--- config.mk ---
export PLATFORM = sky130hd
export DESIGN_NAME = csvt_transmitter
export DESIGN_NICKNAME = d
export VERILOG_FILES = /design/src/csvt_pkg.sv /design/src/csvt_sync.sv /design/src/csvt_transmitter.sv
export VERILOG_INCLUDE_DIRS = /design/src
export SDC_FILE = /design/constraint.sdc
export NUM_CORES = 1
export LEC_CHECK = 0
export BUFFER_PORTS_ARGS = -buffer_cell sky130_fd_sc_hd__buf_2
export CAP_MARGIN = 40
export CORE_MARGIN = 1
export CORE_UTILIZATION = 54
export DETAILED_ROUTE_END_ITERATION = 8
export PLACE_DENSITY = 0.83
export SLEW_MARGIN = 20
export SYNTH_ARGS = -nofsm -noshare
export SYNTH_HDL_FRONTEND = slang
export SYNTH_HIERARCHICAL = 1
export SYNTH_SLANG_ARGS = --single-unit
--- constraint.sdc ---
create_clock -name CLK_IN -period 5.7 [get_ports CLK_IN]
set_clock_uncertainty 0.15 [all_clocks]
set_input_delay 1.14 -clock CLK_IN [delete_from_list [all_inputs] [get_ports CLK_IN]]
set_output_delay 1.14 -clock CLK_IN [all_outputs]
set_load 0.01 [all_outputs]
--- src/csvt_params.svh ---
// Offsets, field positions, reset values and timing counts of the video transmitter
`ifndef CSVT_PARAMS_SVH
`define CSVT_PARAMS_SVH

`define CSVT_ADR_CTRL 8'h00
`define CSVT_ADR_STATUS 8'h04
`define CSVT_ADR_FRAMES 8'h08

`define CSVT_CTRL_LANES_LSB 0
`define CSVT_CTRL_FMODE_BIT 2
`define CSVT_CTRL_CONT_BIT 3
`define CSVT_CTRL_EN_BIT 4
`define CSVT_CTRL_RESET 5'h13

`define CSVT_STAT_BUSY_BIT 0
`define CSVT_STAT_ULPS_LSB 1
`define CSVT_STAT_REF_BIT 6
`define CSVT_STAT_ESC_BIT 7
`define CSVT_STAT_CONFLICT_BIT 8
`define CSVT_STAT_DROP_BIT 9

`define CSVT_CLK_MHZ 100
`define CSVT_ULPS_PULSE_US 5
`define CSVT_ULPS_CYCLES (`CSVT_ULPS_PULSE_US * `CSVT_CLK_MHZ)
`define CSVT_ALIVE_CYCLES 32

`define CSVT_DT_FS 6'h00
`define CSVT_DT_FE 6'h01
`define CSVT_DT_LS 6'h02
`define CSVT_DT_LE 6'h03
`define CSVT_CRC_INIT 16'hFFFF
`define CSVT_CRC_POLY 16'h8408

`endif

--- src/csvt_pkg.sv ---
// Types shared by the video transmitter modules
package csvt_pkg;

  typedef enum logic [4:0] {
    ST_IDLE = 5'h01,
    ST_HDR = 5'h02,
    ST_PAY = 5'h04,
    ST_CRC = 5'h08,
    ST_TRAIL = 5'h10
  } csvt_state_t;

  typedef struct packed {
    logic en;
    logic cont_clk;
    logic frame_mode;
    logic [1:0] lanes;
  } csvt_cfg_t;

  typedef struct packed {
    logic pclk;
    logic vsync;
    logic hsync;
    logic valid;
    logic [15:0] line_width;
    logic [63:0] data;
    logic [5:0] dtype;
    logic [1:0] vc;
    logic [4:0] sleep;
    logic [4:0] wake;
    logic ref_clk;
    logic escape_clock;
    logic phy_rst_n;
    logic ctl_rst_n;
  } csvt_pin_t;

endpackage

--- src/csvt_sync.sv ---
// Two-flop synchroniser for a vector of asynchronous pins
`timescale 1ns/1ps
module csvt_sync #(
  parameter int WIDTH = 1
) (
  input wire logic CLK_IN,
  input wire logic RESET_N_IN,
  input wire logic [WIDTH-1:0] ASYNC_IN,
  output logic [WIDTH-1:0] SYNC_OUT
);
  logic [WIDTH-1:0] meta_q;

  always_ff @(posedge CLK_IN or negedge RESET_N_IN) begin
    if (!RESET_N_IN) begin
      meta_q <= '0;
      SYNC_OUT <= '0;
    end else begin
      meta_q <= ASYNC_IN;
      SYNC_OUT <= meta_q;
    end
  end
endmodule

--- src/csvt_transmitter.sv ---
// Camera-serial video transmitter: pixel capture, packetiser, lane distribution, sleep control, Wishbone regs
`timescale 1ns/1ps
`include "csvt_params.svh"

// Functional notes
// - Packets follow camera serial protocol 1.3 and physical layer 1.1 byte framing.
// - Four data lanes and one clock lane are driven toward the board.
// - Lane count 00 one, 01 two, 11 four lanes; latched only in reset.
// - Lanes run high-speed up to 1.5 Gbps each in the physical layer.
// - Clock lane runs continuous or only around packets, as selected.
// - Only protocol packets reach the lanes; no raw lane access exists.
// - Physical-layer and controller resets are active low, normally together.
// - Transmit PLL takes one shared dedicated reference clock input.
// - A new 64-bit pixel word is captured on each pixel clock that has pixel valid high inside a line.
// - Frame mode 0 general, 1 accurate; changed only during reset.
// - Held clock-lane sleep or wake pulse moves clock lane; both together ignored.
// - Held per-lane sleep or wake pulse moves data lanes; both together ignored.
// - Raw, RGB, YUV420, YUV422 and user 8-bit types are supported.
module csvt_transmitter #(
  parameter int ULPS_CYCLES = `CSVT_ULPS_CYCLES,
  parameter int ALIVE_CYCLES = `CSVT_ALIVE_CYCLES
) (
  input wire logic CLK_IN,
  input wire logic RESET_N_IN,
  input wire logic WB_CYC_IN,
  input wire logic WB_STB_IN,
  input wire logic WB_WE_IN,
  input wire logic [7:0] WB_ADR_IN,
  input wire logic [3:0] WB_SEL_IN,
  input wire logic [31:0] WB_DAT_IN,
  output logic [31:0] WB_DAT_OUT,
  output logic WB_ACK_OUT,
  input wire logic SHARED_REFERENCE_PIN_IN,
  input wire logic PIXEL_CLK_IN,
  input wire logic ESCAPE_CLOCK_IN,
  input wire logic PHY_RESET_N_IN,
  input wire logic CONTROLLER_RESET_N_IN,
  input wire logic VSYNC_IN,
  input wire logic HSYNC_IN,
  input wire logic PIXEL_VALID_IN,
  input wire logic [15:0] LINE_WIDTH_IN,
  input wire logic [63:0] PIXEL_DATA_IN,
  input wire logic [5:0] DATA_TYPE_IN,
  input wire logic [1:0] VIRTUAL_CHANNEL_ID_IN,
  input wire logic CLOCK_LANE_SLEEP_REQUEST_IN,
  input wire logic CLOCK_LANE_WAKE_REQUEST_IN,
  input wire logic [3:0] DATA_LANE_SLEEP_REQUEST_IN,
  input wire logic [3:0] DATA_LANE_WAKE_REQUEST_IN,
  output logic [31:0] LANE_BYTE_OUT,
  output logic [3:0] LANE_BYTE_VALID_OUT,
  output logic [3:0] DATA_LANE_HS_OUT,
  output logic CLOCK_LANE_HS_OUT,
  output logic [3:0] DATA_LANE_ULPS_OUT,
  output logic CLOCK_LANE_ULPS_OUT
);

  if (ULPS_CYCLES < 1 || ULPS_CYCLES > 65535) begin : g_bad_ulps
    $error("ULPS_CYCLES out of range");
  end
  if (ALIVE_CYCLES < 2 || ALIVE_CYCLES > 255) begin : g_bad_alive
    $error("ALIVE_CYCLES out of range");
  end

  csvt_pkg::csvt_pin_t pin_raw;
  csvt_pkg::csvt_pin_t pin;
  csvt_pkg::csvt_cfg_t ctrl_q;
  csvt_pkg::csvt_cfg_t cfg_q;
  csvt_pkg::csvt_state_t state_q;

  logic pclk_prev_q, vs_prev_q, hs_prev_q;
  logic pix_tick, vs_rise, vs_fall, hs_rise, hs_fall;
  logic [4:0] pend_q, pend_set, pick;
  logic go;
  logic [1:0] vc_q;
  logic [15:0] width_q, wc_q, frame_num_q, line_num_q, pay_cnt_q;
  logic [31:0] hdr_q;
  logic [1:0] hdr_cnt_q;
  logic is_long_q, crc_cnt_q;
  logic [15:0] crc_q;
  logic [63:0] word_q;
  logic [3:0] word_bytes_q;
  logic in_line_q, line_done_q, drop_q, conflict_q;
  logic emit_v, pay_take;
  logic [7:0] emit_b;
  logic [1:0] lane_idx_q;
  logic [3:0] lane_mask;
  logic [4:0] ulps_q, conflict_now;
  logic [1:0] alive_q;
  logic wb_req, wb_wr_status;
  logic [5:0] sel_dt;

  assign pin_raw = '{pclk: PIXEL_CLK_IN, vsync: VSYNC_IN, hsync: HSYNC_IN, valid: PIXEL_VALID_IN,
                     line_width: LINE_WIDTH_IN, data: PIXEL_DATA_IN, dtype: DATA_TYPE_IN,
                     vc: VIRTUAL_CHANNEL_ID_IN,
                     sleep: {CLOCK_LANE_SLEEP_REQUEST_IN, DATA_LANE_SLEEP_REQUEST_IN},
                     wake: {CLOCK_LANE_WAKE_REQUEST_IN, DATA_LANE_WAKE_REQUEST_IN},
                     ref_clk: SHARED_REFERENCE_PIN_IN, escape_clock: ESCAPE_CLOCK_IN,
                     phy_rst_n: PHY_RESET_N_IN, ctl_rst_n: CONTROLLER_RESET_N_IN};

  csvt_sync #(.WIDTH($bits(csvt_pkg::csvt_pin_t))) u_sync (
    .CLK_IN(CLK_IN),
    .RESET_N_IN(RESET_N_IN),
    .ASYNC_IN(pin_raw),
    .SYNC_OUT(pin)
  );

  // 6-bit header ECC over the 24 header bits
  function automatic logic [7:0] hdr_ecc(input logic [23:0] d);
    hdr_ecc = {2'b00, ^(d & 24'hEFFC00), ^(d & 24'hDF03F0), ^(d & 24'hB8E38E),
               ^(d & 24'h749A6D), ^(d & 24'hF2555B), ^(d & 24'hF12CB7)};
  endfunction

  function automatic logic [15:0] crc_byte(input logic [15:0] c, input logic [7:0] b);
    logic [15:0] r;
    r = c;
    for (int i = 0; i < 8; i++) begin
      r = (r[0] ^ b[i]) ? ((r >> 1) ^ `CSVT_CRC_POLY) : (r >> 1);
    end
    crc_byte = r;
  endfunction

  function automatic logic [4:0] type_bpp(input logic [5:0] t);
    unique case (t)
      6'h20, 6'h2C: type_bpp = 5'h0C;
      6'h21: type_bpp = 5'h0F;
      6'h22, 6'h1E: type_bpp = 5'h10;
      6'h23: type_bpp = 5'h12;
      6'h24: type_bpp = 5'h18;
      6'h28: type_bpp = 5'h06;
      6'h29: type_bpp = 5'h07;
      6'h2B, 6'h19, 6'h1D: type_bpp = 5'h0A;
      6'h2D: type_bpp = 5'h0E;
      6'h1F: type_bpp = 5'h14;
      default: type_bpp = 5'h08;
    endcase
  endfunction

  // Pixel inputs are taken on the falling pixel-clock edge, mid-period, after data has settled
  assign pix_tick = pclk_prev_q & ~pin.pclk;
  assign vs_rise = pix_tick & pin.vsync & ~vs_prev_q;
  assign vs_fall = pix_tick & ~pin.vsync & vs_prev_q;
  assign hs_rise = pix_tick & pin.hsync & ~hs_prev_q;
  assign hs_fall = pix_tick & ~pin.hsync & hs_prev_q;

  always_ff @(posedge CLK_IN or negedge RESET_N_IN) begin
    if (!RESET_N_IN) begin
      pclk_prev_q <= 1'b0;
      vs_prev_q <= 1'b0;
      hs_prev_q <= 1'b0;
    end else begin
      pclk_prev_q <= pin.pclk;
      if (pix_tick) begin
        vs_prev_q <= pin.vsync;
        hs_prev_q <= pin.hsync;
      end
    end
  end

  // Lane count and frame mode only follow software while the controller is held in reset
  always_ff @(posedge CLK_IN or negedge RESET_N_IN) begin
    if (!RESET_N_IN) begin
      cfg_q <= `CSVT_CTRL_RESET;
    end else if (!pin.ctl_rst_n) begin
      cfg_q <= ctrl_q;
    end else begin
      cfg_q.en <= ctrl_q.en;
    end
  end

  always_comb begin
    unique case (cfg_q.lanes)
      2'b00: lane_mask = 4'h1;
      2'b01: lane_mask = 4'h3;
      default: lane_mask = 4'hF;
    endcase
  end

  // Frame-level values are latched at the sync edges, so mid-frame changes cannot tear a packet
  always_ff @(posedge CLK_IN or negedge RESET_N_IN) begin
    if (!RESET_N_IN) begin
      vc_q <= 2'h0;
      width_q <= 16'h0000;
      wc_q <= 16'h0000;
      frame_num_q <= 16'h0000;
      line_num_q <= 16'h0000;
    end else if (!pin.ctl_rst_n) begin
      frame_num_q <= 16'h0000;
      line_num_q <= 16'h0000;
    end else begin
      if (vs_rise) begin
        vc_q <= pin.vc;
        width_q <= pin.line_width;
        frame_num_q <= frame_num_q + 16'h0001;
        line_num_q <= 16'h0000;
      end
      if (hs_rise) begin
        wc_q <= 16'((32'(width_q) * 32'(type_bpp(pin.dtype))) >> 3);
        line_num_q <= line_num_q + 16'h0001;
      end
    end
  end

  // Pending packets, bit order is priority: FS, LS, long, LE, FE
  assign pend_set = {vs_fall, hs_fall & cfg_q.frame_mode, hs_rise, hs_rise & cfg_q.frame_mode, vs_rise};
  assign go = (state_q == csvt_pkg::ST_IDLE) && cfg_q.en && pin.phy_rst_n && ((ulps_q[3:0] & lane_mask) == 4'h0)
              && !ulps_q[4];
  assign pick = go ? (pend_q & 5'(~pend_q + 5'h01)) : 5'h00;

  always_ff @(posedge CLK_IN or negedge RESET_N_IN) begin
    if (!RESET_N_IN) begin
      pend_q <= 5'h00;
    end else if (!pin.ctl_rst_n) begin
      pend_q <= 5'h00;
    end else begin
      pend_q <= (pend_q & ~pick) | pend_set;
    end
  end

  always_comb begin
    unique case (1'b1)
      pick[0]: sel_dt = `CSVT_DT_FS;
      pick[1]: sel_dt = `CSVT_DT_LS;
      pick[3]: sel_dt = `CSVT_DT_LE;
      pick[4]: sel_dt = `CSVT_DT_FE;
      default: sel_dt = pin.dtype;
    endcase
  end

  // Line-level words; a word not fully sent when the next arrives is replaced and flagged
  always_ff @(posedge CLK_IN or negedge RESET_N_IN) begin
    if (!RESET_N_IN) begin
      word_q <= 64'h0;
      word_bytes_q <= 4'h0;
      in_line_q <= 1'b0;
      line_done_q <= 1'b0;
    end else if (!pin.ctl_rst_n) begin
      word_bytes_q <= 4'h0;
      in_line_q <= 1'b0;
      line_done_q <= 1'b0;
    end else begin
      if (hs_rise) begin
        in_line_q <= 1'b1;
      end else if (hs_fall) begin
        in_line_q <= 1'b0;
      end
      if (hs_fall) begin
        line_done_q <= 1'b1;
      end else if (pick[2]) begin
        line_done_q <= 1'b0;
      end
      if (pix_tick && pin.valid && (in_line_q || hs_rise)) begin
        word_q <= pin.data;
        word_bytes_q <= 4'h8;
      end else if (pay_take) begin
        word_q <= word_q >> 8;
        word_bytes_q <= word_bytes_q - 4'h1;
      end else if (state_q == csvt_pkg::ST_TRAIL && !is_long_q) begin
        word_bytes_q <= word_bytes_q;
      end
    end
  end

  always_comb begin
    emit_v = 1'b0;
    emit_b = 8'h00;
    pay_take = 1'b0;
    unique case (state_q)
      csvt_pkg::ST_HDR: begin
        emit_v = 1'b1;
        emit_b = hdr_q[7:0];
      end
      csvt_pkg::ST_PAY: begin
        if (word_bytes_q != 4'h0) begin
          emit_v = 1'b1;
          emit_b = word_q[7:0];
          pay_take = 1'b1;
        end else if (line_done_q) begin
          emit_v = 1'b1;
        end
      end
      csvt_pkg::ST_CRC: begin
        emit_v = 1'b1;
        emit_b = crc_cnt_q ? crc_q[15:8] : crc_q[7:0];
      end
      csvt_pkg::ST_IDLE, csvt_pkg::ST_TRAIL: begin
      end
    endcase
  end

  // Packet sequencer; there is no path that puts non-packet bytes on the lanes
  always_ff @(posedge CLK_IN or negedge RESET_N_IN) begin
    if (!RESET_N_IN) begin
      state_q <= csvt_pkg::ST_IDLE;
      hdr_q <= 32'h0;
      hdr_cnt_q <= 2'h0;
      is_long_q <= 1'b0;
      pay_cnt_q <= 16'h0000;
      crc_q <= `CSVT_CRC_INIT;
      crc_cnt_q <= 1'b0;
    end else if (!pin.ctl_rst_n) begin
      state_q <= csvt_pkg::ST_IDLE;
    end else begin
      unique case (state_q)
        csvt_pkg::ST_IDLE: begin
          if (pick != 5'h00) begin
            hdr_q[23:0] <= {pick[2] ? wc_q : (pick[0] | pick[4]) ? frame_num_q : line_num_q, vc_q, sel_dt};
            hdr_q[31:24] <= hdr_ecc({pick[2] ? wc_q : (pick[0] | pick[4]) ? frame_num_q : line_num_q,
                                     vc_q, sel_dt});
            is_long_q <= pick[2];
            hdr_cnt_q <= 2'h0;
            state_q <= csvt_pkg::ST_HDR;
          end
        end
        csvt_pkg::ST_HDR: begin
          hdr_q <= hdr_q >> 8;
          hdr_cnt_q <= hdr_cnt_q + 2'h1;
          pay_cnt_q <= 16'h0000;
          crc_q <= `CSVT_CRC_INIT;
          crc_cnt_q <= 1'b0;
          if (hdr_cnt_q == 2'h3) begin
            state_q <= (is_long_q && wc_q != 16'h0000) ? csvt_pkg::ST_PAY :
                       is_long_q ? csvt_pkg::ST_CRC : csvt_pkg::ST_TRAIL;
          end
        end
        csvt_pkg::ST_PAY: begin
          if (emit_v) begin
            crc_q <= crc_byte(crc_q, emit_b);
            pay_cnt_q <= pay_cnt_q + 16'h0001;
            if (pay_cnt_q + 16'h0001 == wc_q) begin
              state_q <= csvt_pkg::ST_CRC;
            end
          end
        end
        csvt_pkg::ST_CRC: begin
          crc_cnt_q <= 1'b1;
          if (crc_cnt_q) begin
            state_q <= csvt_pkg::ST_TRAIL;
          end
        end
        csvt_pkg::ST_TRAIL: begin
          state_q <= csvt_pkg::ST_IDLE;
        end
      endcase
    end
  end

  // Lane outputs: bytes of a packet are dealt round-robin over the enabled lanes
  always_ff @(posedge CLK_IN or negedge RESET_N_IN) begin
    if (!RESET_N_IN) begin
      LANE_BYTE_OUT <= 32'h0;
      LANE_BYTE_VALID_OUT <= 4'h0;
      DATA_LANE_HS_OUT <= 4'h0;
      CLOCK_LANE_HS_OUT <= 1'b0;
      lane_idx_q <= 2'h0;
    end else if (!pin.phy_rst_n) begin
      LANE_BYTE_VALID_OUT <= 4'h0;
      DATA_LANE_HS_OUT <= 4'h0;
      CLOCK_LANE_HS_OUT <= 1'b0;
      lane_idx_q <= 2'h0;
    end else begin
      LANE_BYTE_VALID_OUT <= emit_v ? 4'(4'h1 << lane_idx_q) : 4'h0;
      if (emit_v) begin
        LANE_BYTE_OUT[8*lane_idx_q +: 8] <= emit_b;
        lane_idx_q <= (lane_mask[lane_idx_q + 2'h1] && lane_idx_q != 2'h3) ? lane_idx_q + 2'h1 : 2'h0;
      end else if (state_q == csvt_pkg::ST_TRAIL) begin
        lane_idx_q <= 2'h0;
      end
      DATA_LANE_HS_OUT <= (state_q != csvt_pkg::ST_IDLE) ? (lane_mask & ~ulps_q[3:0]) : 4'h0;
      CLOCK_LANE_HS_OUT <= !ulps_q[4] && (cfg_q.cont_clk || state_q != csvt_pkg::ST_IDLE);
    end
  end

  // Sleep control per lane (index 4 is the clock lane); a request acts only once held long enough
  for (genvar i = 0; i < 5; i++) begin : g_ulps
    logic [15:0] hold_q;
    logic req_q;
    assign conflict_now[i] = pin.sleep[i] & pin.wake[i];
    always_ff @(posedge CLK_IN or negedge RESET_N_IN) begin
      if (!RESET_N_IN) begin
        hold_q <= 16'h0000;
        req_q <= 1'b0;
        ulps_q[i] <= 1'b0;
      end else if (!pin.phy_rst_n) begin
        hold_q <= 16'h0000;
        ulps_q[i] <= 1'b0;
      end else begin
        req_q <= pin.sleep[i];
        if (conflict_now[i] || !(pin.sleep[i] ^ pin.wake[i]) || req_q != pin.sleep[i]) begin
          hold_q <= 16'h0000;
        end else if (hold_q != 16'(ULPS_CYCLES)) begin
          hold_q <= hold_q + 16'h0001;
          if (hold_q + 16'h0001 == 16'(ULPS_CYCLES)) begin
            ulps_q[i] <= pin.sleep[i];
          end
        end
      end
    end
  end

  always_ff @(posedge CLK_IN or negedge RESET_N_IN) begin
    if (!RESET_N_IN) begin
      DATA_LANE_ULPS_OUT <= 4'h0;
      CLOCK_LANE_ULPS_OUT <= 1'b0;
    end else begin
      DATA_LANE_ULPS_OUT <= ulps_q[3:0];
      CLOCK_LANE_ULPS_OUT <= ulps_q[4];
    end
  end

  // Activity monitors for the shared reference clock and the escape clock
  for (genvar k = 0; k < 2; k++) begin : g_alive
    logic prev_q;
    logic [7:0] idle_q;
    logic lvl;
    assign lvl = (k == 0) ? pin.ref_clk : pin.escape_clock;
    always_ff @(posedge CLK_IN or negedge RESET_N_IN) begin
      if (!RESET_N_IN) begin
        prev_q <= 1'b0;
        idle_q <= 8'h00;
        alive_q[k] <= 1'b0;
      end else begin
        prev_q <= lvl;
        if (lvl & ~prev_q) begin
          idle_q <= 8'h00;
          alive_q[k] <= 1'b1;
        end else if (idle_q == 8'(ALIVE_CYCLES)) begin
          alive_q[k] <= 1'b0;
        end else begin
          idle_q <= idle_q + 8'h01;
        end
      end
    end
  end

  // Wishbone slave: one wait state, unmapped reads return zero
  assign wb_req = WB_CYC_IN & WB_STB_IN & ~WB_ACK_OUT;
  assign wb_wr_status = wb_req & WB_WE_IN & WB_SEL_IN[1] & (WB_ADR_IN == `CSVT_ADR_STATUS);

  always_ff @(posedge CLK_IN or negedge RESET_N_IN) begin
    if (!RESET_N_IN) begin
      WB_ACK_OUT <= 1'b0;
      WB_DAT_OUT <= 32'h0;
      ctrl_q <= `CSVT_CTRL_RESET;
    end else begin
      WB_ACK_OUT <= wb_req;
      WB_DAT_OUT <= 32'h0;
      if (wb_req && WB_WE_IN && WB_SEL_IN[0] && WB_ADR_IN == `CSVT_ADR_CTRL) begin
        ctrl_q <= WB_DAT_IN[4:0];
      end
      if (wb_req && !WB_WE_IN) begin
        unique case (WB_ADR_IN)
          `CSVT_ADR_CTRL: WB_DAT_OUT <= {27'h0, ctrl_q};
          `CSVT_ADR_STATUS: WB_DAT_OUT <= {22'h0, drop_q, conflict_q, alive_q[1], alive_q[0], ulps_q,
                                           state_q != csvt_pkg::ST_IDLE};
          `CSVT_ADR_FRAMES: WB_DAT_OUT <= {16'h0, frame_num_q};
          default: WB_DAT_OUT <= 32'h0;
        endcase
      end
    end
  end

  // Sticky error flags; a new event in the clearing cycle survives the clear
  always_ff @(posedge CLK_IN or negedge RESET_N_IN) begin
    if (!RESET_N_IN) begin
      conflict_q <= 1'b0;
      drop_q <= 1'b0;
    end else begin
      conflict_q <= (conflict_q & ~(wb_wr_status & WB_DAT_IN[`CSVT_STAT_CONFLICT_BIT])) | (|conflict_now);
      drop_q <= (drop_q & ~(wb_wr_status & WB_DAT_IN[`CSVT_STAT_DROP_BIT]))
                | (pix_tick & pin.valid & in_line_q & (word_bytes_q > 4'h1));
    end
  end

endmodule

==> results of run 1 <==
Yosys cell counts, drive strengths merged, types with 41 or more instances:
library cell	instances
mux2i	85
clkbuf	89
fa	41
and2	69
nand2	303
xor2	94
ha	53
dfrtp	591
inv	87
nor2	214
nand3	78
xnor2	126
a21oi	63
o31ai	44
o21ai	194
and3	42
mux2	53
layer usage:
| layer | part of all wire (%) | vias up | global-route usage (%) |
|---|---|---|---|
| li1 | - | 9131 | - |
| met1 | 40 | 9852 | 30.6 |
| met2 | 51 | 591 | 41.5 |
| met3 | 5.1 | 170 | 4.11 |
| met4 | 3.7 | 0 | 9.21 |
| met5 | 0 | - | 0 |
cells by family after synthesis:
logic type | count (synthesis) | synth area share [%]
flops | 614 | 55.0
compound gates | 414 | 9.07
fa+ha+maj | 94 | 5.31
buf+inv | 204 | 3.03
mux | 138 | 5.23
other cells | 1 | 0.0134
xor+xnor | 220 | 7.02
simple gates | 882 | 15.3
cell type report:
cell class | count | share of cell area, %
Inverter | 87 | 1.02
Multi-Input combinational cell | 1764 | 37.1
Clock inverter | 23 | 1.12
Sequential cell | 614 | 48.2
Tap cell | 680 | 2.67
Antenna cell | 1 | 0.00784
Timing Repair Buffer | 233 | 4.46
Clock buffer | 84 | 5.40
repair_timing:
action	in CTS	in global routing
setup buffers	0	3
hold buffers	0	0
resized for setup	0	7
hold endpoints to repair	0	0
setup endpoints to repair	0	4
through the flow:
stage | instance area, µm² | setup slack, ns | TNS, ns
finish | 31900 | 0.273 | 0
global route | 31900 | -0.0552 | -0.140
CTS | 31800 | 0.113 | 0
detailed placement | 29700 | 0.0982 | 0
global placement | 29600 | 0.310 | 0
floorplan | 28000 | 0.0619 | 0
power by group through the flow:
stage	sequential [mW]	combinational (mW)	clock, mW
3_3_place_gp	5.26	1.82	0
5_1_grt	5.28	2.17	4.39
6_report	5.23	1.93	4.13
2_1_floorplan	5.14	1.40	0
3_5_place_dp	5.29	1.91	0
4_1_cts	5.22	1.93	4.22
state kept, by name, indices dropped and copies added, names as in the netlist, 30 cells and up:
name	flops
LANE_BYTE_OUT	32
g_ulps.hold_q	80
hdr_q	30
u_sync/SYNC_OUT	106
u_sync/meta_q	106
word_q	64
final timing paths:
path / start / cells past startpoint / to / slack [ns]
worst max-delay path: u_sync/SYNC_OUT[21] / 21 / wc_q[15] / 0.27
worst min-delay path: u_sync/meta_q[65] / 0 / u_sync/SYNC_OUT[65] / 0.19
worst max register to register: u_sync/SYNC_OUT[21] / 21 / wc_q[15] / 0.27
worst min register to register: u_sync/meta_q[65] / 0 / u_sync/SYNC_OUT[65] / 0.19
max in group asynchronous: RESET_N_IN / 2 / g_ulps[1].hold_q[12] / 3.70
min in group asynchronous: RESET_N_IN / 1 / u_sync/meta_q[71] / 0.41
worst reg2reg max path, stage by stage (launching register included):
cell and delay (ns):
dfrtp_2 0.44, nor2b_1 0.24, and3_1 0.21, o21ai_1 0.10, a21boi_1 0.18, buf_4 0.17
and2_1 0.17, fa_1 0.48, fa_1 0.55, inv_1 0.05, fa_1 0.53, inv_1 0.04
ha_1 0.29, a21oi_1 0.20, nand2b_1 0.15, nor2b_1 0.18, a21boi_0 0.16, o31ai_2 0.33
a21oi_2 0.13, o41ai_2 0.27, mux2i_1 0.23, nand2_1 0.06
==> metrics.yaml, run 1 <==
synth_flop_cell: "dfrtp_1"
avgSynthCellArea_um2: 10.9
path_cells: "nor2b_1 -> and3_1 -> o21ai_1 -> a21boi_1 -> buf_4 -> and2_1 -> fa_1 -> fa_1 -> inv_1 -> fa_1 -> inv_1 -> ha_1 -> a21oi_1 -> nand2b_1 -> nor2b_1 -> a21boi_0 -> o31ai_2 -> a21oi_2 -> o41ai_2 -> mux2i_1 -> nand2_1"
multi_input_area_um2: 11800
mostFrequentLayoutCell: "dfrtp_1"
clock_latency_ns: 0.63
total_power_mw: 11.3
start_util_pct: 54.6
synthesis.area_um2: 28000
p_leak_nw: 14.7
ys_seq_elements: 614
peakVddDrop_mv: 0.279
initialDrtViolationCount: 1668
dieArea_um2: 52700
grt_max_degree: 117
synth_cell_type_count: 81
yosysTopAreaCell: "dfrtp_1"
cts-root-buf: "clkbuf_16"
portBuffers: 190
clkSinkCount: 614
max_freq_mhz: 184
worstPathArrival_ns: 5.78
instances_no_fill: 3486
final_core_util_pct: 62.3
layout.nets: 3009
clkPwrFrac_pct: 36.6
die_w_um: 230
synth_top_area_share_pct: 52.9
worstHoldPathType: "flop to flop"
coreArea_um2: 51200
placed_cells: 3370
crit_path_end_kind: "flop"
power_frac_seq_pct: 46.3
wire_per_inst_um: 17.9
synth_area_leaders: "dfrtp_1 (53%), nand2_1 (4.1%), xnor2_1 (3.9%), o21ai_0 (3.1%), mux2i_1 (3.0%)"
critPathTopFamily: "adder cells"
clk_path_buf_depth: 3
outcome: "completed"
seq_area_um2: 15400
critPathLaunchType: "flop"
internal_power_mw: 8.10
cp.buffers_inverters: 3
grt_use_total_pct: 24.2
netlist_instances: 2567
layout_common_cells: "dfrtp_1 (589), nand2_1 (303), nor2_1 (212), buf_2 (191), o21ai_0 (173)"
cp_slowest_stage_delay_ns: 0.55
holdWs_ns: 0.192
cpMostUsedCell: "fa_1"
power_density_nw_per_um2: 354
swShare_pct: 28.3
crit_path_max_fanout: 6
syn_to_final_growth_pct: 14.1
wl_mm: 62.4
crit_type: "flop to flop"
detail-route-antenna-nets: 0
num_io_pins: 234
cp.required_ns: 6.05
rows: 83
worst_pin_slew_ns: 1.08
ctsHtreeMaxLevel: 2
maxCapViolations: 0
vias_per_cell: 5.66
p_switching_mw: 3.20
fill_cells: 3858
relSlewSlack_pct: 27.7
slew_viol_final: 0
grt_pass1_wl_mm: 103
ys_warn_count: 6
drt_first_pass_iters: 7
vias: 19744
dpl.hpwl_mm: 43.0
drc_errors: 0
cts_buffers: 60
yosysSeqAreaShare_pct: 55.0
clk_transition_reported_paths_ns: 0.07
pwr-share-comb_pct: 17.1
min_period_over_period_pct: 95.2
gp_congestion: 0.895
antenna_found_initial: 1
grt_pass1_vias: 20196
cts_tree: "done"
synth-edff-count: 0
layout-drive-gt1-share_pct: 15.6
min_period_ns: 5.43
overflow: 0
fp.dieH_um: 230
asyncSetResetFlopFracSynth_pct: 100
crit_slowest_cell: "fa_1"
finalHoldViolCount: 0
setup_viol: 0
Note: power is estimated with default switching activity, not from simulation.
==> run 2: changes to the inputs <==
PLACE_DENSITY = 0.76   (was 0.83)
==> run 2 against run 1 <==
Net effect: first-iteration DRC count shrank 21%; maximum frequency is 1.6% higher; via count is 2.0% lower; hold slack better by 0.0025 ns; critical path type unchanged.
==> metrics.yaml, run 2 (synthesized netlist as in run 1, its figures left out) <==
outcome: "completed"
min_path_cells: 0  # unchanged
cp.required_ns: 6.05  # about the same
syn_to_final_growth_pct: 14.5
vias_per_cell: 5.54  # -2.2%
setup_slack_ns: 0.360  # +0.0873 ns
place_area_um2: 29700  # -0.11%
postLayoutCellArea_um2: 32000  # +0.38%
top_regs: "u_sync/SYNC_OUT x106, u_sync/meta_q x106, g_ulps.hold_q x80"
relSlewSlack_pct: 19.6  # -8.2 points
rr_endpoint: "wc_q[15]"
grt_pass1_vias: 19795  # -2.0%
final_core_util_pct: 62.6  # +0.24 points
initialDrtViolationCount: 1313  # -21%
vias: 19358  # -2.0%
ctsHtreeMaxLevel: 2  # unchanged
power_density_nw_per_um2: 358  # +1.0%
slew_viol_final: 0  # unchanged
antenna_found_initial: 6  # +5
wl_mm: 61.6  # -1.3%
layout_common_cells: "dfrtp_1 (589), nand2_1 (303), nor2_1 (212), buf_2 (193), o21ai_0 (172)"
crit_path_end_kind: "flop"
r2r-start: "u_sync/SYNC_OUT[21]"
setup_viol: 0  # unchanged
detail-route-antenna-nets: 0  # unchanged
clk_path_buf_depth: 3  # unchanged
start_util_pct: 54.6  # unchanged
instances_no_fill: 3493  # +0.20%
min_to: "u_sync/SYNC_OUT[80]"
pre_cts_ws_ns: 0.152  # +0.0539 ns
cts_tree: "done"
cts_buffers: 61  # +1.7%
grt_use_total_pct: 23.7  # -0.44 points
setup_tns_ns: 0  # unchanged
placed_cells: 3369  # -0.030%
dieArea_um2: 52700  # unchanged
worstHoldPathType: "flop to flop"
portBuffers: 190  # unchanged
finalHoldViolCount: 0  # unchanged
r2r_slack_ns: 0.36  # +0.09 ns
overflow: 0  # unchanged
wire_per_inst_um: 17.6  # -1.5%
clkSinkCount: 614  # unchanged
r2r_cells: 21  # unchanged
coreArea_um2: 51200  # unchanged
mostFrequentLayoutCell: "dfrtp_1"
critPathLaunchType: "flop"
p_leak_nw: 14.8  # +0.38%
gp_congestion: 0.911  # +1.8%
hold_start: "u_sync/meta_q[80]"
clk_transition_reported_paths_ns: 0.06  # about the same
crit_path_max_fanout: 15  # +9
grt_max_degree: 107  # -8.5%
worstPathArrival_ns: 5.69  # -0.09 ns
dpl.hpwl_mm: 42.7  # -0.65%
layout.nets: 3008  # -0.033%
max_freq_mhz: 187  # +1.6%
die_w_um: 230  # unchanged
layout-drive-gt1-share_pct: 16.0  # +0.43 points
clock_latency_ns: 0.64  # about the same
drt_first_pass_iters: 5  # -2
maxCapViolations: 0  # unchanged
cts-root-buf: "clkbuf_16"
min_period_over_period_pct: 93.7  # -1.5 points
min_period_ns: 5.34  # -0.0873 ns
grt_pass1_wl_mm: 101  # -2.2%
peakVddDrop_mv: 0.285  # +1.9%
rows: 83  # unchanged
fp.dieH_um: 230  # unchanged
drc_errors: 0  # unchanged
num_io_pins: 234  # unchanged
worst_pin_slew_ns: 1.21  # +0.122 ns
crit_type: "flop to flop"
[run 2: final cells by class]
type / count / area [µm²]
sequential: 614 / 15400
tap: 680 / 851
clock buffer: 81 / 1720
multi-input combinational: 1764 / 11900
clock inverter: 33 / 489
antenna: 3 / 7.51
fill: 4029 / 19200
inverter: 87 / 327
timing repair buffer: 231 / 1390
[run 2: power by group]
part,internal [mW],switching (mW)
Clock,2.59,1.73
Sequential,4.82,0.414
Combinational,0.836,1.07
[run 2: metrics by stage]
stage | power, mW | hold slack, ns
finish | 11.5 | 0.195
floorplan | 6.54 | 0.181
global placement | 7.08 | 0.182
CTS | 11.5 | 0.197
global route | 12.0 | 0.200
detailed placement | 7.17 | 0.185
[run 2: how the worst max path moves through the flow]
stage,endpoint,start,cells past startpoint
3_3_place_gp,wc_q[15],u_sync/SYNC_OUT[21],21
3_5_place_dp,wc_q[15],u_sync/SYNC_OUT[21],21
6_report,wc_q[15],u_sync/SYNC_OUT[21],21
4_1_cts,wc_q[15],u_sync/SYNC_OUT[21],21
2_1_floorplan,wc_q[15],u_sync/SYNC_OUT[20],22
5_1_grt,wc_q[13],u_sync/SYNC_OUT[18],21
[run 2: timing repair]
action | 4_1_cts | 5_1_grt
endpoints found under the hold margin | 0 | 0
gates resized for setup | 0 | 14
hold buffers | 0 | 0
endpoints found under the setup margin | 0 | 5
setup buffers | 0 | 2
[run 2: critical path, stage by stage, from the launching register on]
cell and delay, ns:
dfrtp_2 0.45, nor2b_2 0.18, and3_1 0.22, o21ai_2 0.09, a21boi_2 0.18, buf_6 0.16
and2_1 0.18, fa_1 0.48, fa_1 0.55, inv_1 0.05, fa_1 0.54, inv_1 0.04
ha_1 0.35, a21oi_2 0.14, nand2b_1 0.12, nor2b_1 0.16, a21boi_0 0.15, o31ai_2 0.31
a21oi_2 0.13, o41ai_2 0.28, mux2i_1 0.24, nand2_1 0.06
[run 2: per-layer routing]
metal	vias to the layer above	GRT usage (%)	share of wire, %
li1	9120	-	-
met1	9691	30.4	42
met2	427	40.8	51
met3	114	4.18	4.7
met4	6	7.85	2.8
met5	-	0	0.067
==> run 3: changes to the inputs <==
CELL_PAD_IN_SITES_DETAIL_PLACEMENT = 2   (was not set)
CELL_PAD_IN_SITES_GLOBAL_PLACEMENT = 2   (was not set)
CORE_UTILIZATION = 36   (was 54)
PLACE_DENSITY = not set   (was 0.76)
PLACE_DENSITY_LB_ADDON = 0.1   (was not set)
==> run 3 against run 2 <==
Net effect: hold slack got worse by 0.018 ns; die area rose by 50%; final area rose by 2.8%; via count rose by 2.9%; combinational power rose by 6%; sequential share of layout area fell by 1.3 points; clock power rose by 12%; utilization fell by 19 points; final cell count rose by 11%; wire length rose by 28%; first-iteration DRC count fell by 32%; sequential cell count did not move; largest power group unchanged.
==> metrics.yaml, run 3 (synthesized netlist as in run 1, its figures left out) <==
start_util_pct: 36.6  # -18 points
dpl.hpwl_mm: 56.3  # +32%
gp_congestion: 0.801  # -12%
grt_use_total_pct: 20.8  # -3.0 points
r2r_slack_ns: 0.30  # -0.06 ns
grt_pass1_wl_mm: 129  # +28%
overflow: 0  # unchanged
portBuffers: 190  # unchanged
cp.buffers_inverters: 3  # unchanged
n_antenna_cell: 0  # -3
ctsHtreeMaxLevel: 3  # +1
r2r-start: "u_sync/SYNC_OUT[20]"
max_freq_mhz: 185  # -1.2%
drt_first_pass_iters: 5  # unchanged
mostFrequentLayoutCell: "dfrtp_1"
clk_transition_reported_paths_ns: 0.06  # about the same
fill_cells: 7928  # +97%
die_w_um: 281  # +22%
coreArea_um2: 76500  # +49%
crit_path_max_fanout: 15  # unchanged
cts_tree: "done"
worstHoldPathType: "flop to flop"
crit_cells: 21  # unchanged
rows: 101  # +22%
clk_path_buf_depth: 3  # unchanged
path_cells: "nor2b_1 -> and3_1 -> o21ai_2 -> a21boi_4 -> buf_6 -> and2_1 -> fa_1 -> fa_1 -> inv_1 -> fa_1 -> inv_1 -> ha_1 -> a21oi_1 -> nand2b_1 -> nor2b_2 -> a21boi_2 -> o31ai_4 -> a21oi_2 -> o41ai_2 -> mux2i_1 -> nand2_1"
layout-drive-gt1-share_pct: 17.0  # +0.97 points
initialDrtViolationCount: 887  # -32%
slew_viol_final: 0  # unchanged
peakVddDrop_mv: 0.244  # -14%
wire_per_inst_um: 20.4  # +16%
top_regs: "u_sync/SYNC_OUT x106, u_sync/meta_q x106, g_ulps.hold_q x80"
syn_to_final_growth_pct: 17.8
crit_slowest_cell: "fa_1"
r2r_cells: 21  # unchanged
setup_tns_ns: 0  # unchanged
finalHoldViolCount: 0  # unchanged
min_to: "u_sync/SYNC_OUT[59]"
power_density_nw_per_um2: 369  # +3.1%
total_power_mw: 12.1  # +6.0%
fp.dieH_um: 281  # +22%
detail-route-antenna-nets: 0  # unchanged
num_io_pins: 234  # unchanged
vias_per_cell: 5.14  # -7.2%
rr_endpoint: "wc_q[15]"
cts_buffers: 73  # +20%
grt_max_degree: 127  # +19%
critPathTopFamily: "adder cells"
relSlewSlack_pct: 41.8  # +22 points
dieArea_um2: 78800  # +50%
min_path_cells: 0  # unchanged
instances_no_fill: 3874  # +11%
vias: 19920  # +2.9%
min_period_ns: 5.40  # +0.0637 ns
cp.required_ns: 6.04  # about the same
crit_type: "flop to flop"
p_leak_nw: 15.0  # +1.8%
setup_viol: 0  # unchanged
wl_mm: 79.1  # +28%
crit_path_end_kind: "flop"
clkSinkCount: 614  # unchanged
cp_slowest_stage_delay_ns: 0.54  # about the same
worstPathArrival_ns: 5.75  # +0.06 ns
clock_latency_ns: 0.63  # about the same
layout_common_cells: "dfrtp_1 (591), nand2_1 (303), nor2_1 (212), buf_2 (193), o21ai_0 (170)"
outcome: "completed"
worst_pin_slew_ns: 0.872  # -0.334 ns
hold_start: "u_sync/meta_q[59]"
critPathLaunchType: "flop"
maxCapViolations: 0  # unchanged
antenna_found_initial: 1  # -5
min_period_over_period_pct: 94.8  # +1.1 points
cts-root-buf: "clkbuf_16"
layout.nets: 3034  # +0.86%
grt_pass1_vias: 22856  # +15%
placed_cells: 3734  # +11%
drc_errors: 0  # unchanged
cpMostUsedCell: "fa_1"
-- run 3: changes by cell type in the layout (fill, tap and decap cells not counted), moves of 5 or more --
cell / before / now
clkbuf_8: 12 / 23
clkbuf_16: 61 / 73
buf_4: 23 / 40
bufinv_16: 10 / 4
clkinvlp_4: 6 / 1
-- run 3: final cells by class --
type / count / area, µm² / share of cell area [%]
Inverter: 87 / 327 / 0.992
Timing Repair Buffer: 245 / 1480 / 4.51
Clock buffer: 107 / 2180 / 6.63
Clock inverter: 27 / 375 / 1.14
Multi-Input combinational cell: 1764 / 11900 / 36.1
Sequential cell: 614 / 15400 / 46.7
Tap cell: 1030 / 1290 / 3.91
-- run 3: worst max-delay path by stage --
stage / startpoint / to
3_5_place_dp: u_sync/SYNC_OUT[20] / wc_q[15]
3_3_place_gp: u_sync/SYNC_OUT[20] / wc_q[15]
2_1_floorplan: u_sync/SYNC_OUT[20] / wc_q[15]
6_report: u_sync/SYNC_OUT[20] / wc_q[15]
4_1_cts: u_sync/SYNC_OUT[20] / wc_q[13]
5_1_grt: u_sync/SYNC_OUT[20] / wc_q[15]
-- run 3: metrics by stage --
stage	instance area [µm²]	hold WS (ns)	utilization [%]	setup WS, ns
4_1_cts	32800	0.176	42.9	0.0402
5_1_grt	32900	0.188	43.1	-0.0588
3_5_place_dp	30200	0.186	39.6	-0.231
3_3_place_gp	30100	0.183	39.4	0.0689
6_report	32900	0.177	43.1	0.296
2_1_floorplan	28000	0.181	-	0.0619
-- run 3: what timing repair did --
item,in CTS,in global routing
endpoints found under the setup margin,2,6
resized for setup,6,15
hold buffers,0,0
pin swaps,1,3
setup buffers,1,2
-- run 3: per-layer routing --
metal / up-vias / global-route usage (%) / routed length, µm
li1: 9182 / - / -
met1: 10377 / 26.8 / 34900
met2: 253 / 36.5 / 40500
met3: 108 / 2.68 / 2250
met4: 0 / 5.39 / 1450
met5: - / 0 / 0
-- run 3: report_power, final --
group	internal (mW)	switching (mW)
clock network	2.88	1.98
registers	4.82	0.435
logic	0.860	1.16
-- run 3: worst reg2reg max path: stages, from the launching register on --
cell and delay [ns]:
dfrtp_1 0.39, nor2b_1 0.15, and3_1 0.21, o21ai_2 0.18
a21boi_4 0.25, buf_6 0.19, and2_1 0.18, fa_1 0.46
fa_1 0.54, inv_1 0.06, fa_1 0.53, inv_1 0.04
ha_1 0.35, a21oi_1 0.16, nand2b_1 0.14, nor2b_2 0.19
a21boi_2 0.11, o31ai_4 0.21, a21oi_2 0.12, o41ai_2 0.38
mux2i_1 0.23, nand2_1 0.07
